### src/cts_consts.vh
// Constants for the conditional trap and tagged subtract slice.
// Assumes inclusion by bare name from the design file only.
`ifndef CTS_CONSTS_VH
`define CTS_CONSTS_VH

// Instruction format
`define CTS_OP_ARITH     2'h2
`define CTS_OP3_TICC     6'h3a
`define CTS_OP3_TSUB     6'h21
`define CTS_OP3_TSUBTV   6'h23

// Condition codes
`define CTS_CND_NEVER    4'h0
`define CTS_CND_EQ       4'h1
`define CTS_CND_LE       4'h2
`define CTS_CND_LT       4'h3
`define CTS_CND_LEU      4'h4
`define CTS_CND_CS       4'h5
`define CTS_CND_NEG      4'h6
`define CTS_CND_VS       4'h7
`define CTS_CND_ALWAYS   4'h8
`define CTS_CND_NE       4'h9
`define CTS_CND_GT       4'ha
`define CTS_CND_GE       4'hb
`define CTS_CND_GTU      4'hc
`define CTS_CND_CC       4'hd
`define CTS_CND_POS      4'he
`define CTS_CND_VC       4'hf

// Software trap type base
`define CTS_TT_SOFT_BASE 8'h80

// Flag positions in the 4-bit flag field {n,z,v,c}
`define CTS_FLG_N        3
`define CTS_FLG_Z        2
`define CTS_FLG_V        1
`define CTS_FLG_C        0

// Register byte addresses
`define CTS_REG_CTRL     8'h00
`define CTS_REG_STAT     8'h04
`define CTS_REG_MASK     8'h08
`define CTS_REG_FLAGS    8'h0c
`define CTS_REG_TTYPE    8'h10

// Event bits in status and mask
`define CTS_EV_SOFT      0
`define CTS_EV_TAG       1

// Reset values
`define CTS_CTRL_RST     1'h1
`define CTS_MASK_RST     2'h0
`define CTS_FLAGS_RST    4'h0
`define CTS_TTYPE_RST    8'h00

`endif

### src/cts_cond_trap_tsub.v
// Conditional software trap and tagged subtract execution slice.
// Assumes operand values arrive from same-clock register file logic
// and that trap outputs are consumed by the core trap logic.
// Software registers sit behind a classic Wishbone slave port.
//
// Implementation choices: the address map and register access over Wishbone.
`timescale 1ns/100ps
`include "cts_consts.vh"

module cts_cond_trap_tsub #(
  parameter ADR_W = 8
) (
  // Clock and reset
  input  wire             clk_i,
  input  wire             rst_i,
  // Instruction issue
  input  wire             valid_i,
  input  wire [31:0]      inst_i,
  input  wire [31:0]      src1_i,
  input  wire [31:0]      src2_i,
  input  wire             hp_trap_i,
  // Flag writes from other flag-setting units
  input  wire             ext_flag_we_i,
  input  wire [3:0]       ext_flags_i,
  // Results
  output reg              done_o,
  output reg              rd_we_o,
  output reg  [4:0]       rd_addr_o,
  output reg  [31:0]      rd_data_o,
  output reg  [3:0]       icc_o,
  // Trap outputs
  output reg              soft_trap_o,
  output reg  [7:0]       trap_type_field_o,
  output reg              tag_trap_o,
  output reg              next_inst_o,
  output reg              irq_o,
  // Wishbone slave
  input  wire             wb_cyc_i,
  input  wire             wb_stb_i,
  input  wire             wb_we_i,
  input  wire [ADR_W-1:0] wb_adr_i,
  input  wire [3:0]       wb_sel_i,
  input  wire [31:0]      wb_dat_i,
  output reg  [31:0]      wb_dat_o,
  output reg              wb_ack_o
);

  // Condition evaluation against {n,z,v,c}
  function cond_true;
    input [3:0] cond;
    input [3:0] f;
    reg n;
    reg z;
    reg v;
    reg c;
    begin
      n = f[`CTS_FLG_N];
      z = f[`CTS_FLG_Z];
      v = f[`CTS_FLG_V];
      c = f[`CTS_FLG_C];
      case (cond)
        `CTS_CND_NEVER:  cond_true = 1'b0;
        `CTS_CND_ALWAYS: cond_true = 1'b1;
        `CTS_CND_EQ:     cond_true = z;
        `CTS_CND_NE:     cond_true = ~z;
        `CTS_CND_LE:     cond_true = z | (n ^ v);
        `CTS_CND_LT:     cond_true = n ^ v;
        `CTS_CND_GT:     cond_true = ~(z | (n ^ v));
        `CTS_CND_GE:     cond_true = ~(n ^ v);
        `CTS_CND_LEU:    cond_true = c | z;
        `CTS_CND_CS:     cond_true = c;
        `CTS_CND_GTU:    cond_true = ~(c | z);
        `CTS_CND_CC:     cond_true = ~c;
        `CTS_CND_NEG:    cond_true = n;
        `CTS_CND_VS:     cond_true = v;
        `CTS_CND_POS:    cond_true = ~n;
        `CTS_CND_VC:     cond_true = ~v;
        default:         cond_true = 1'b0;
      endcase
    end
  endfunction

  // Sign extension of the 13-bit immediate
  function [31:0] sext13;
    input [12:0] imm;
    begin
      sext13 = {{19{imm[12]}}, imm};
    end
  endfunction

  // Signed overflow of a minus b giving d
  function sub_ovf;
    input [31:0] a;
    input [31:0] b;
    input [31:0] d;
    begin
      sub_ovf = (a[31] & ~b[31] & ~d[31]) |
                (~a[31] & b[31] & d[31]);
    end
  endfunction

  // Nonzero tag bits in either operand
  function tag_bits;
    input [31:0] a;
    input [31:0] b;
    begin
      tag_bits = (|a[1:0]) | (|b[1:0]);
    end
  endfunction

  // Flags {n,z,v,c} from a difference, overflow and borrow
  function [3:0] sub_flags;
    input [31:0] d;
    input        v;
    input        c;
    begin
      sub_flags[`CTS_FLG_N] = d[31];
      sub_flags[`CTS_FLG_Z] = (d == 32'h00000000);
      sub_flags[`CTS_FLG_V] = v;
      sub_flags[`CTS_FLG_C] = c;
    end
  endfunction

  // Register address match for a bus access
  function reg_hit;
    input [7:0] adr;
    input [7:0] reg_adr;
    begin
      reg_hit = (adr == reg_adr);
    end
  endfunction

  // Clear-on-write-one of sticky bits
  function [1:0] w1c;
    input [1:0] cur;
    input [1:0] wr;
    begin
      w1c = cur & ~wr;
    end
  endfunction

  // Software-visible state
  reg         enable;
  reg  [1:0]  status;
  reg  [1:0]  mask;
  reg  [3:0]  icc;

  // Instruction fields
  wire [1:0]  op_field         = inst_i[31:30];
  wire [5:0]  op3_field        = inst_i[24:19];
  wire [3:0]  cond_field       = inst_i[28:25];
  wire [4:0]  dest_field       = inst_i[29:25];
  wire        use_imm          = inst_i[13];
  wire [31:0] signed_immediate_operand = sext13(inst_i[12:0]);

  // Decode
  wire        is_arith  = valid_i & enable & (op_field == `CTS_OP_ARITH);
  wire        is_ticc   = is_arith & (op3_field == `CTS_OP3_TICC);
  wire        is_tsub   = is_arith & (op3_field == `CTS_OP3_TSUB);
  wire        is_tsubtv = is_arith & (op3_field == `CTS_OP3_TSUBTV);

  // Operand and arithmetic
  wire [31:0] op2  = use_imm ? signed_immediate_operand : src2_i;
  wire [32:0] diff = {1'b0, src1_i} - {1'b0, op2};
  wire [31:0] res  = diff[31:0];
  wire        borrow = diff[32];
  wire        sgn_ovf = sub_ovf(src1_i, op2, res);
  wire        tag_ovf = sgn_ovf | tag_bits(src1_i, op2);
  wire [31:0] sum  = src1_i + op2;

  // Flags seen by the trap test
  wire [3:0]  eff_flags = ext_flag_we_i ? ext_flags_i : icc;
  wire        cond_hit  = cond_true(cond_field, eff_flags);
  wire        take_trap = is_ticc & cond_hit & ~hp_trap_i;
  wire        tv_trap   = is_tsubtv & tag_ovf;
  wire        tv_commit = is_tsubtv & ~tag_ovf;

  // Bus decode
  wire        bus_req = wb_cyc_i & wb_stb_i & ~wb_ack_o;
  // Writes land on the edge at which the master sees ack high
  wire        bus_wr  = wb_cyc_i & wb_stb_i & wb_ack_o & wb_we_i & wb_sel_i[0];
  wire [7:0]  bus_adr = wb_adr_i[7:0];
  wire        wr_ctrl  = bus_wr & reg_hit(bus_adr, `CTS_REG_CTRL);
  wire        wr_stat  = bus_wr & reg_hit(bus_adr, `CTS_REG_STAT);
  wire        wr_mask  = bus_wr & reg_hit(bus_adr, `CTS_REG_MASK);
  wire        wr_flags = bus_wr & reg_hit(bus_adr, `CTS_REG_FLAGS);

  // Next flag value
  reg  [3:0]  next_icc;
  always @* begin
    next_icc = icc;
    if (wr_flags) begin
      next_icc = wb_dat_i[3:0];
    end
    if (ext_flag_we_i) begin
      next_icc = ext_flags_i;
    end
    if (is_tsub) begin
      next_icc = sub_flags(res, tag_ovf, borrow);
    end else if (tv_commit) begin
      next_icc = sub_flags(res, 1'b0, borrow);
    end
  end

  // Next status; a new event wins over a clear
  reg  [1:0]  next_status;
  always @* begin
    next_status = status;
    if (wr_stat) begin
      next_status = w1c(status, wb_dat_i[1:0]);
    end
    if (take_trap) begin
      next_status[`CTS_EV_SOFT] = 1'b1;
    end
    if (tv_trap) begin
      next_status[`CTS_EV_TAG] = 1'b1;
    end
  end

  // Read mux
  reg  [31:0] next_rdata;
  always @* begin
    next_rdata = 32'h00000000;
    case (bus_adr)
      `CTS_REG_CTRL:  next_rdata[0]   = enable;
      `CTS_REG_STAT:  next_rdata[1:0] = status;
      `CTS_REG_MASK:  next_rdata[1:0] = mask;
      `CTS_REG_FLAGS: next_rdata[3:0] = icc;
      `CTS_REG_TTYPE: next_rdata[7:0] = trap_type_field_o;
      default:        next_rdata      = 32'h00000000;
    endcase
  end

  // Control enable
  always @(posedge clk_i) begin
    if (rst_i) begin
      enable <= `CTS_CTRL_RST;
    end else if (wr_ctrl) begin
      enable <= wb_dat_i[0];
    end
  end

  // Interrupt mask
  always @(posedge clk_i) begin
    if (rst_i) begin
      mask <= `CTS_MASK_RST;
    end else if (wr_mask) begin
      mask <= wb_dat_i[1:0];
    end
  end

  // Sticky status and flags
  always @(posedge clk_i) begin
    if (rst_i) begin
      status <= 2'h0;
      icc    <= `CTS_FLAGS_RST;
    end else begin
      status <= next_status;
      icc    <= next_icc;
    end
  end

  // Level interrupt from unmasked status
  always @(posedge clk_i) begin
    if (rst_i) begin
      irq_o <= 1'b0;
    end else begin
      irq_o <= |(next_status & mask);
    end
  end

  // Bus answer; ack drops the cycle after it is given
  always @(posedge clk_i) begin
    if (rst_i) begin
      wb_ack_o <= 1'b0;
      wb_dat_o <= 32'h00000000;
    end else begin
      wb_ack_o <= bus_req;
      wb_dat_o <= bus_req ? next_rdata : 32'h00000000;
    end
  end

  // Trap type for a taken soft trap; held otherwise
  reg  [7:0]  next_trap_type;
  always @* begin
    next_trap_type = trap_type_field_o;
    if (take_trap) begin
      next_trap_type = `CTS_TT_SOFT_BASE + {1'b0, sum[6:0]};
    end
  end

  // Execution results
  always @(posedge clk_i) begin
    if (rst_i) begin
      done_o    <= 1'b0;
      rd_we_o   <= 1'b0;
      rd_addr_o <= 5'h00;
      rd_data_o <= 32'h00000000;
      icc_o     <= `CTS_FLAGS_RST;
    end else begin
      done_o    <= is_ticc | is_tsub | is_tsubtv;
      rd_we_o   <= is_tsub | tv_commit;
      rd_addr_o <= dest_field;
      rd_data_o <= res;
      icc_o     <= next_icc;
    end
  end

  // Trap pulses
  always @(posedge clk_i) begin
    if (rst_i) begin
      soft_trap_o <= 1'b0;
      tag_trap_o  <= 1'b0;
      next_inst_o <= 1'b0;
    end else begin
      soft_trap_o <= take_trap;
      tag_trap_o  <= tv_trap;
      next_inst_o <= is_ticc & ~cond_hit;
    end
  end

  // Type of the last taken soft trap
  always @(posedge clk_i) begin
    if (rst_i) begin
      trap_type_field_o <= `CTS_TTYPE_RST;
    end else begin
      trap_type_field_o <= next_trap_type;
    end
  end

endmodule

### config.mk
export PLATFORM = sky130hd
export DESIGN_NAME = cts_cond_trap_tsub
export DESIGN_NICKNAME = d
export VERILOG_FILES = /design/src/cts_cond_trap_tsub.v
export VERILOG_INCLUDE_DIRS = /design/src
export SDC_FILE = /design/constraint.sdc
export NUM_CORES = 1
export LEC_CHECK = 0
export BUFFER_PORTS_ARGS = -buffer_cell sky130_fd_sc_hd__buf_2
export CAP_MARGIN = 10
export CORE_MARGIN = 5
export CORE_UTILIZATION = 52
export DETAILED_ROUTE_END_ITERATION = 12
export GPL_ROUTABILITY_DRIVEN = 0
export PLACE_DENSITY = 0.95
export SYNTH_ARGS = -nofsm -noshare
export SYNTH_HDL_FRONTEND = slang
export SYNTH_SLANG_ARGS = --single-unit
export TNS_END_PERCENT = 30
### constraint.sdc
create_clock -name clk_i -period 5.6 [get_ports clk_i]
set_clock_uncertainty 0.15 [all_clocks]
set_input_delay 0.56 -clock clk_i [delete_from_list [all_inputs] [get_ports clk_i]]
set_output_delay 0.56 -clock clk_i [all_outputs]
set_load 0.005 [all_outputs]
Word level (Yosys, flattened, before mapping)
Cells that the tools add are included.
Cells by class
  $add $sub $neg: 3
  equal/unequal tests: 23
  multiplexer cells: 13
  bitwise operators: 51
  reductions and logical operators: 9
Operators by type and width (number)
  32-bit by 32-bit subtractor with 33-bit output: 1
  4-bit == test, second input constant: 8
  32-bit zero test: 1
  32-bit 2-to-1 mux: 1
  1-bit bitwise AND: 23
  4-bit 2-to-1 mux: 5
  6-bit == test, second input constant: 3
  4-bit by 3-bit == test with 1-bit output, second input constant: 4
  8-bit by 4-bit == test with 1-bit output, second input constant: 2
  1-bit inverter: 16
  1-bit case mux with 16 select lines: 1
  8-bit by 7-bit adder with 8-bit output, first input constant: 1
  4-bit by 2-bit == test with 1-bit output, second input constant: 2
  8-bit by 3-bit == test with 1-bit output, second input constant: 1
  8-bit by 5-bit == test with 1-bit output, second input constant: 1
  8-bit zero test: 1
  1-bit bitwise OR: 8
  2-bit OR reduction: 4
  7-bit adder: 1
  1-bit case mux with 5 select lines: 1
  2-bit bitwise AND: 2
  4-bit by 1-bit == test with 1-bit output, second input constant: 1
  4-bit zero test: 1
  1-bit case mux with 4 select lines: 1
  other kinds (8): 9
Word-level totals
  register bits after elaboration: 93
  input bits: 152
  output and inout bits: 88

Depth between registers and ports, before layout
  depth after elaboration: 10
  gate-level depth with buffers: 15

Least setup slack after synthesis
OpenSTA, ideal clock, no wires.
  kind: in2reg
  start: input inst_i[13]
  end: register icc_o[2]
  library setup time: 0.059 ns
  data arrival time: 3.745 ns
  data required time: 5.391 ns
  setup slack: 1.646 ns
  stages on the path: 14
  path buffers: 2
  cells stage by stage: buf_1 mux2i_1 ha_1 buf_2 a21o_1 a21o_1 o31a_1 o21a_1 o21ai_0 nor3_2 o221a_1 or2_4 or3_1 nand2_1
Between the ends
  longest elaborated chain between the ends: 10
RTL lines
  start, declared: line cts_cond_trap_tsub.v:18  | input wire [31:0] inst_i,
  32-bit 2-to-1 mux (*): line cts_cond_trap_tsub.v:163  | wire [31:0] op2 = use_imm ? signed_immediate_operand : src2_i;
  32-bit by 32-bit subtractor with 33-bit output or 1-bit inverter (tied branches): line cts_cond_trap_tsub.v:164, cts_cond_trap_tsub.v:97
  1-bit inverter or 1-bit bitwise AND (tied branches): line cts_cond_trap_tsub.v:97  | sub_ovf = (a[31] & ~b[31] & ~d[31]) |
  1-bit bitwise AND: line cts_cond_trap_tsub.v:97
  1-bit bitwise OR: line cts_cond_trap_tsub.v:97
  1-bit bitwise OR: line cts_cond_trap_tsub.v:168  | wire tag_ovf = sgn_ovf | tag_bits(src1_i, op2);
  1-bit inverter: line cts_cond_trap_tsub.v:176  | wire tv_commit = is_tsubtv & ~tag_ovf;
  1-bit bitwise AND: line cts_cond_trap_tsub.v:176
  4-bit 2-to-1 mux: line cts_cond_trap_tsub.v:200  | end else if (tv_commit) begin
  4-bit 2-to-1 mux: line cts_cond_trap_tsub.v:198  | if (is_tsub) begin
  end signal, assigned: line cts_cond_trap_tsub.v:299  | icc_o <= `CTS_FLAGS_RST;
  end signal, assigned: line cts_cond_trap_tsub.v:305  | icc_o <= next_icc;
  end, declared: line cts_cond_trap_tsub.v:30  | output reg [3:0] icc_o,
Mark *: on every way between the ends. The rest lies on a longest branch, timed or not.
A chain may end at the register's enable or synchronous reset.

Final worst setup path
Same ends and word-level chain as after synthesis.

==> qor.yml <==
power_and_ir_drop:
  leakage_nw: 3.137
  power_density_mw_per_mm2: 238.4
  max-vdd-ir-drop_mv: 0.1170
grt:
  antenna_found_initial: 0
  grt_overflow: 0
  grt_max_degree: 51
  grt_pass1_vias: 5373
  grtUsageTotal_pct: 23.98
  grt_pass1_wl_um: 24980
clocking:
  clock_sinks: 69
  postCtsSetupRepairBufs: 0
  root_buffer: "clkbuf_8"
  clock_path_buffers: 2
  htreeDepth: 3
  cts_tree: "built"
  cts_resized: 0
  clkLatencyLatePin_ns: 0.33
  clk_pin_slew_ns: 0.08
  cts_buffers: 9
  holdBufCountCts: 0
worst_hold_path:
  worstHoldStart: "inst_i[29]"
  holdPathEnd: "rd_addr_o[4]"
  hp-class: "input port to flip-flop"
  whs_path_depth: 2
worst_setup_path:
  r2r_end: "trap_type_field_o[1]"
  arrival_ns: 4.56
  cp-start-kind: "input port"
  r2r_slack_ns: 2.95
  slowest_delay_ns: 0.59
  cp.buffers_inverters: 1
  end_kind: "flip-flop"
  cp.depth: 13
  slowest_stage: "o41ai_2"
  path_cells: "buf_2, mux2i_1, ha_1, a21oi_1, a211oi_1, nor3_1, a21oi_1, o41ai_2, o21bai_1, xnor2_1, nor4bb_1, nand4b_1, nand2_1"
  reg2reg_depth: 8
  cp_max_fo: 14
  crit_required_ns: 5.73
  crit_top_cell: "a21oi_1"
  rr_startpoint: "icc_o[3]"
  criticalPathCategory: "input port to flip-flop"
  cpLargestDelayFamily: "compound AO/OA/AOI/OAI gates"
cells_and_area:
  final_nets: 1038
  diodes: 0
  fill_cells: 907
  drive_gt1_share_pct: 25.53
  area_growth_pct: 19.76
synth:
  ys.flop_type: "dfxtp_1"
  synth_area_leaders: "dfxtp_1, ha_1, a21oi_1"
  avgSynthCellArea_um2: 7.865
  synth_cells: 682
  synth_cell_types: 74
  synth-seq-cells: 69
  async_flop_share_pct: 0
  synth_edf_count: 0
  yosysWarningCount: 0
  synth_top_area_share_pct: 25.75
  synth_top_area_cell: "dfxtp_1"
  syn_area_mm2: 0.005364
  ys_seq_area_share_pct: 25.75
routing:
  wire_per_inst_um: 15.93
  firstDrtPassIters: 5
  wl_met3_um: 1260
  antenna_left: 0
  m1WireLength_um: 6490
  vias: 5566
  remaining_drc_errors: 0
  drt-vias-per-instance: 5.668
  wl_um: 15640
  wl_met2_um: 7357
  drtIter0Drc: 433
  dr.max_layer_used: "met4"
floorplanning:
  ios: 240
  dieArea_mm2: 0.01245
  fp.dieW_um: 111.6
  coreArea_mm2: 0.01018
  die_h_um: 111.6
  start_util_pct: 52.67
  num_rows: 37
timing:
  grt_setup_unrepaired: "false"
  setup_viol: 0
  fin_tns_setup_ns: 0
  tightest_slew_ns: 0.9555
  fin_crit_ns: 4.436
  timing.hold.ws_ns: 0.2911
  slew_headroom_pct: 36.30
  hold_viol: 0
  clock.fmax_mhz: 225.4
  drv_slew: 0
  fin_crit_sh_pct: 79.22
job:
  drv_cap: 0
placement:
  port_buffers: 179
  dp_hpwl_um: 12660
outcome:
  outcome: "finished clean"
report_power, final:
group,internal (mW),switching [mW],leakage (nW),total (mW)
registers,0.532,0.0136,0.567,0.545
clock network,0.213,0.210,0.0984,0.423
logic,0.236,0.327,2.47,0.563
cell families after synthesis:
kind of cell,share of synthesized area (%)
fa+ha+maj,10.78
other cells,0.06991
xor+xnor,4.409
buf+inv,8.117
flops,25.75
compound gates,24.77
mux,4.782
simple gates,21.32
final cells by class:
type	instances	area, um2	share of cell area (%)
repair buffers	181	908.4	14.14
inverters	33	123.9	1.928
clock buffers	9	123.9	1.928
flip-flops and latches	69	1381	21.50
multi-input cells	547	3633	56.56
well taps	136	170.2	2.649
clock inverters	7	82.58	1.286
per-stage QoR:
stage	area, um2	power (mW)	utilization [%]	cells	worst slack [ns]
2_1_floorplan	5450	0.9427	-	705	1.646
3_3_place_gp	6212	1.097	61.00	965	0.9843
3_5_place_dp	6212	1.110	61.00	965	0.9173
4_1_cts	6419	1.531	63.02	981	1.251
5_1_grt	6424	1.625	63.07	982	0.9541
6_report	6424	1.531	63.07	982	1.164
worst max path at each step:
stage | start | to
after floorplan | inst_i[13] | icc_o[2]
after global placement | inst_i[13] | icc_o[2]
after detailed placement | inst_i[13] | icc_o[2]
after CTS | inst_i[13] | icc_o[2]
after global routing | inst_i[13] | icc_o[2]
final | inst_i[13] | icc_o[2]
per-layer routing:
| layer | vias to the layer above | track usage [%] |
|---|---|---|
| met1 | 2502 | 29.56 |
| met3 | 41 | 3.967 |
| met4 | 0 | 10.71 |
| met2 | 293 | 41.09 |
| li1 | 2730 | - |
| met5 | - | 0 |
registers in the layout, indices dropped and copies added (netlist names):
register and cells:
wb_ack_o 1, next_inst_o 1, tag_trap_o 1, wb_dat_o 8, mask 2, enable 1, rd_addr_o 5, status 2
icc_o 4, done_o 1, soft_trap_o 1, irq_o 1, rd_data_o 32, trap_type_field_o 8, rd_we_o 1
placed cells by master (no fill, tap or decap), types with 8 or more instances in the layout:
master,instances
buf_2,179
inv_1,33
ha_1,43
a21o_1,17
and3_1,14
conb_1,24
xnor2_1,22
dfxtp_1,69
mux2i_1,20
o21ai_0,31
clkbuf_8,9
o21a_1,10
and2_1,8
nor2_1,70
a211oi_1,8
nor2b_1,11
nand3_1,18
nand4_1,9
nand2_1,51
a21oi_1,68
nor3_1,15
or3_1,9
worst register-to-register path: cells and delay by family, from the launching register on:
kind,cells,cell delay (ns)
compound gates,3,0.40
xor+xnor,1,0.12
flops,1,0.38
mux,1,0.47
simple gates,3,1.05
synth_stat cells, types with 8 or more instances:
| master | number |
|---|---|
| nor3_1 | 15 |
| ha_1 | 43 |
| xnor2_1 | 22 |
| inv_1 | 33 |
| dfxtp_1 | 69 |
| a21o_1 | 17 |
| nand2_1 | 51 |
| a21oi_1 | 68 |
| or3_1 | 9 |
| nand4_1 | 9 |
| o21a_1 | 10 |
| o21ai_0 | 31 |
| nor2_1 | 70 |
| buf_2 | 8 |
| nand3_1 | 18 |
| mux2i_1 | 20 |
| and2_1 | 8 |
| nor2b_1 | 11 |
| buf_4 | 24 |
| and3_1 | 14 |
| clkbuf_1 | 18 |
| a211oi_1 | 8 |
No activity file was read; power rests on OpenSTA's default activity.
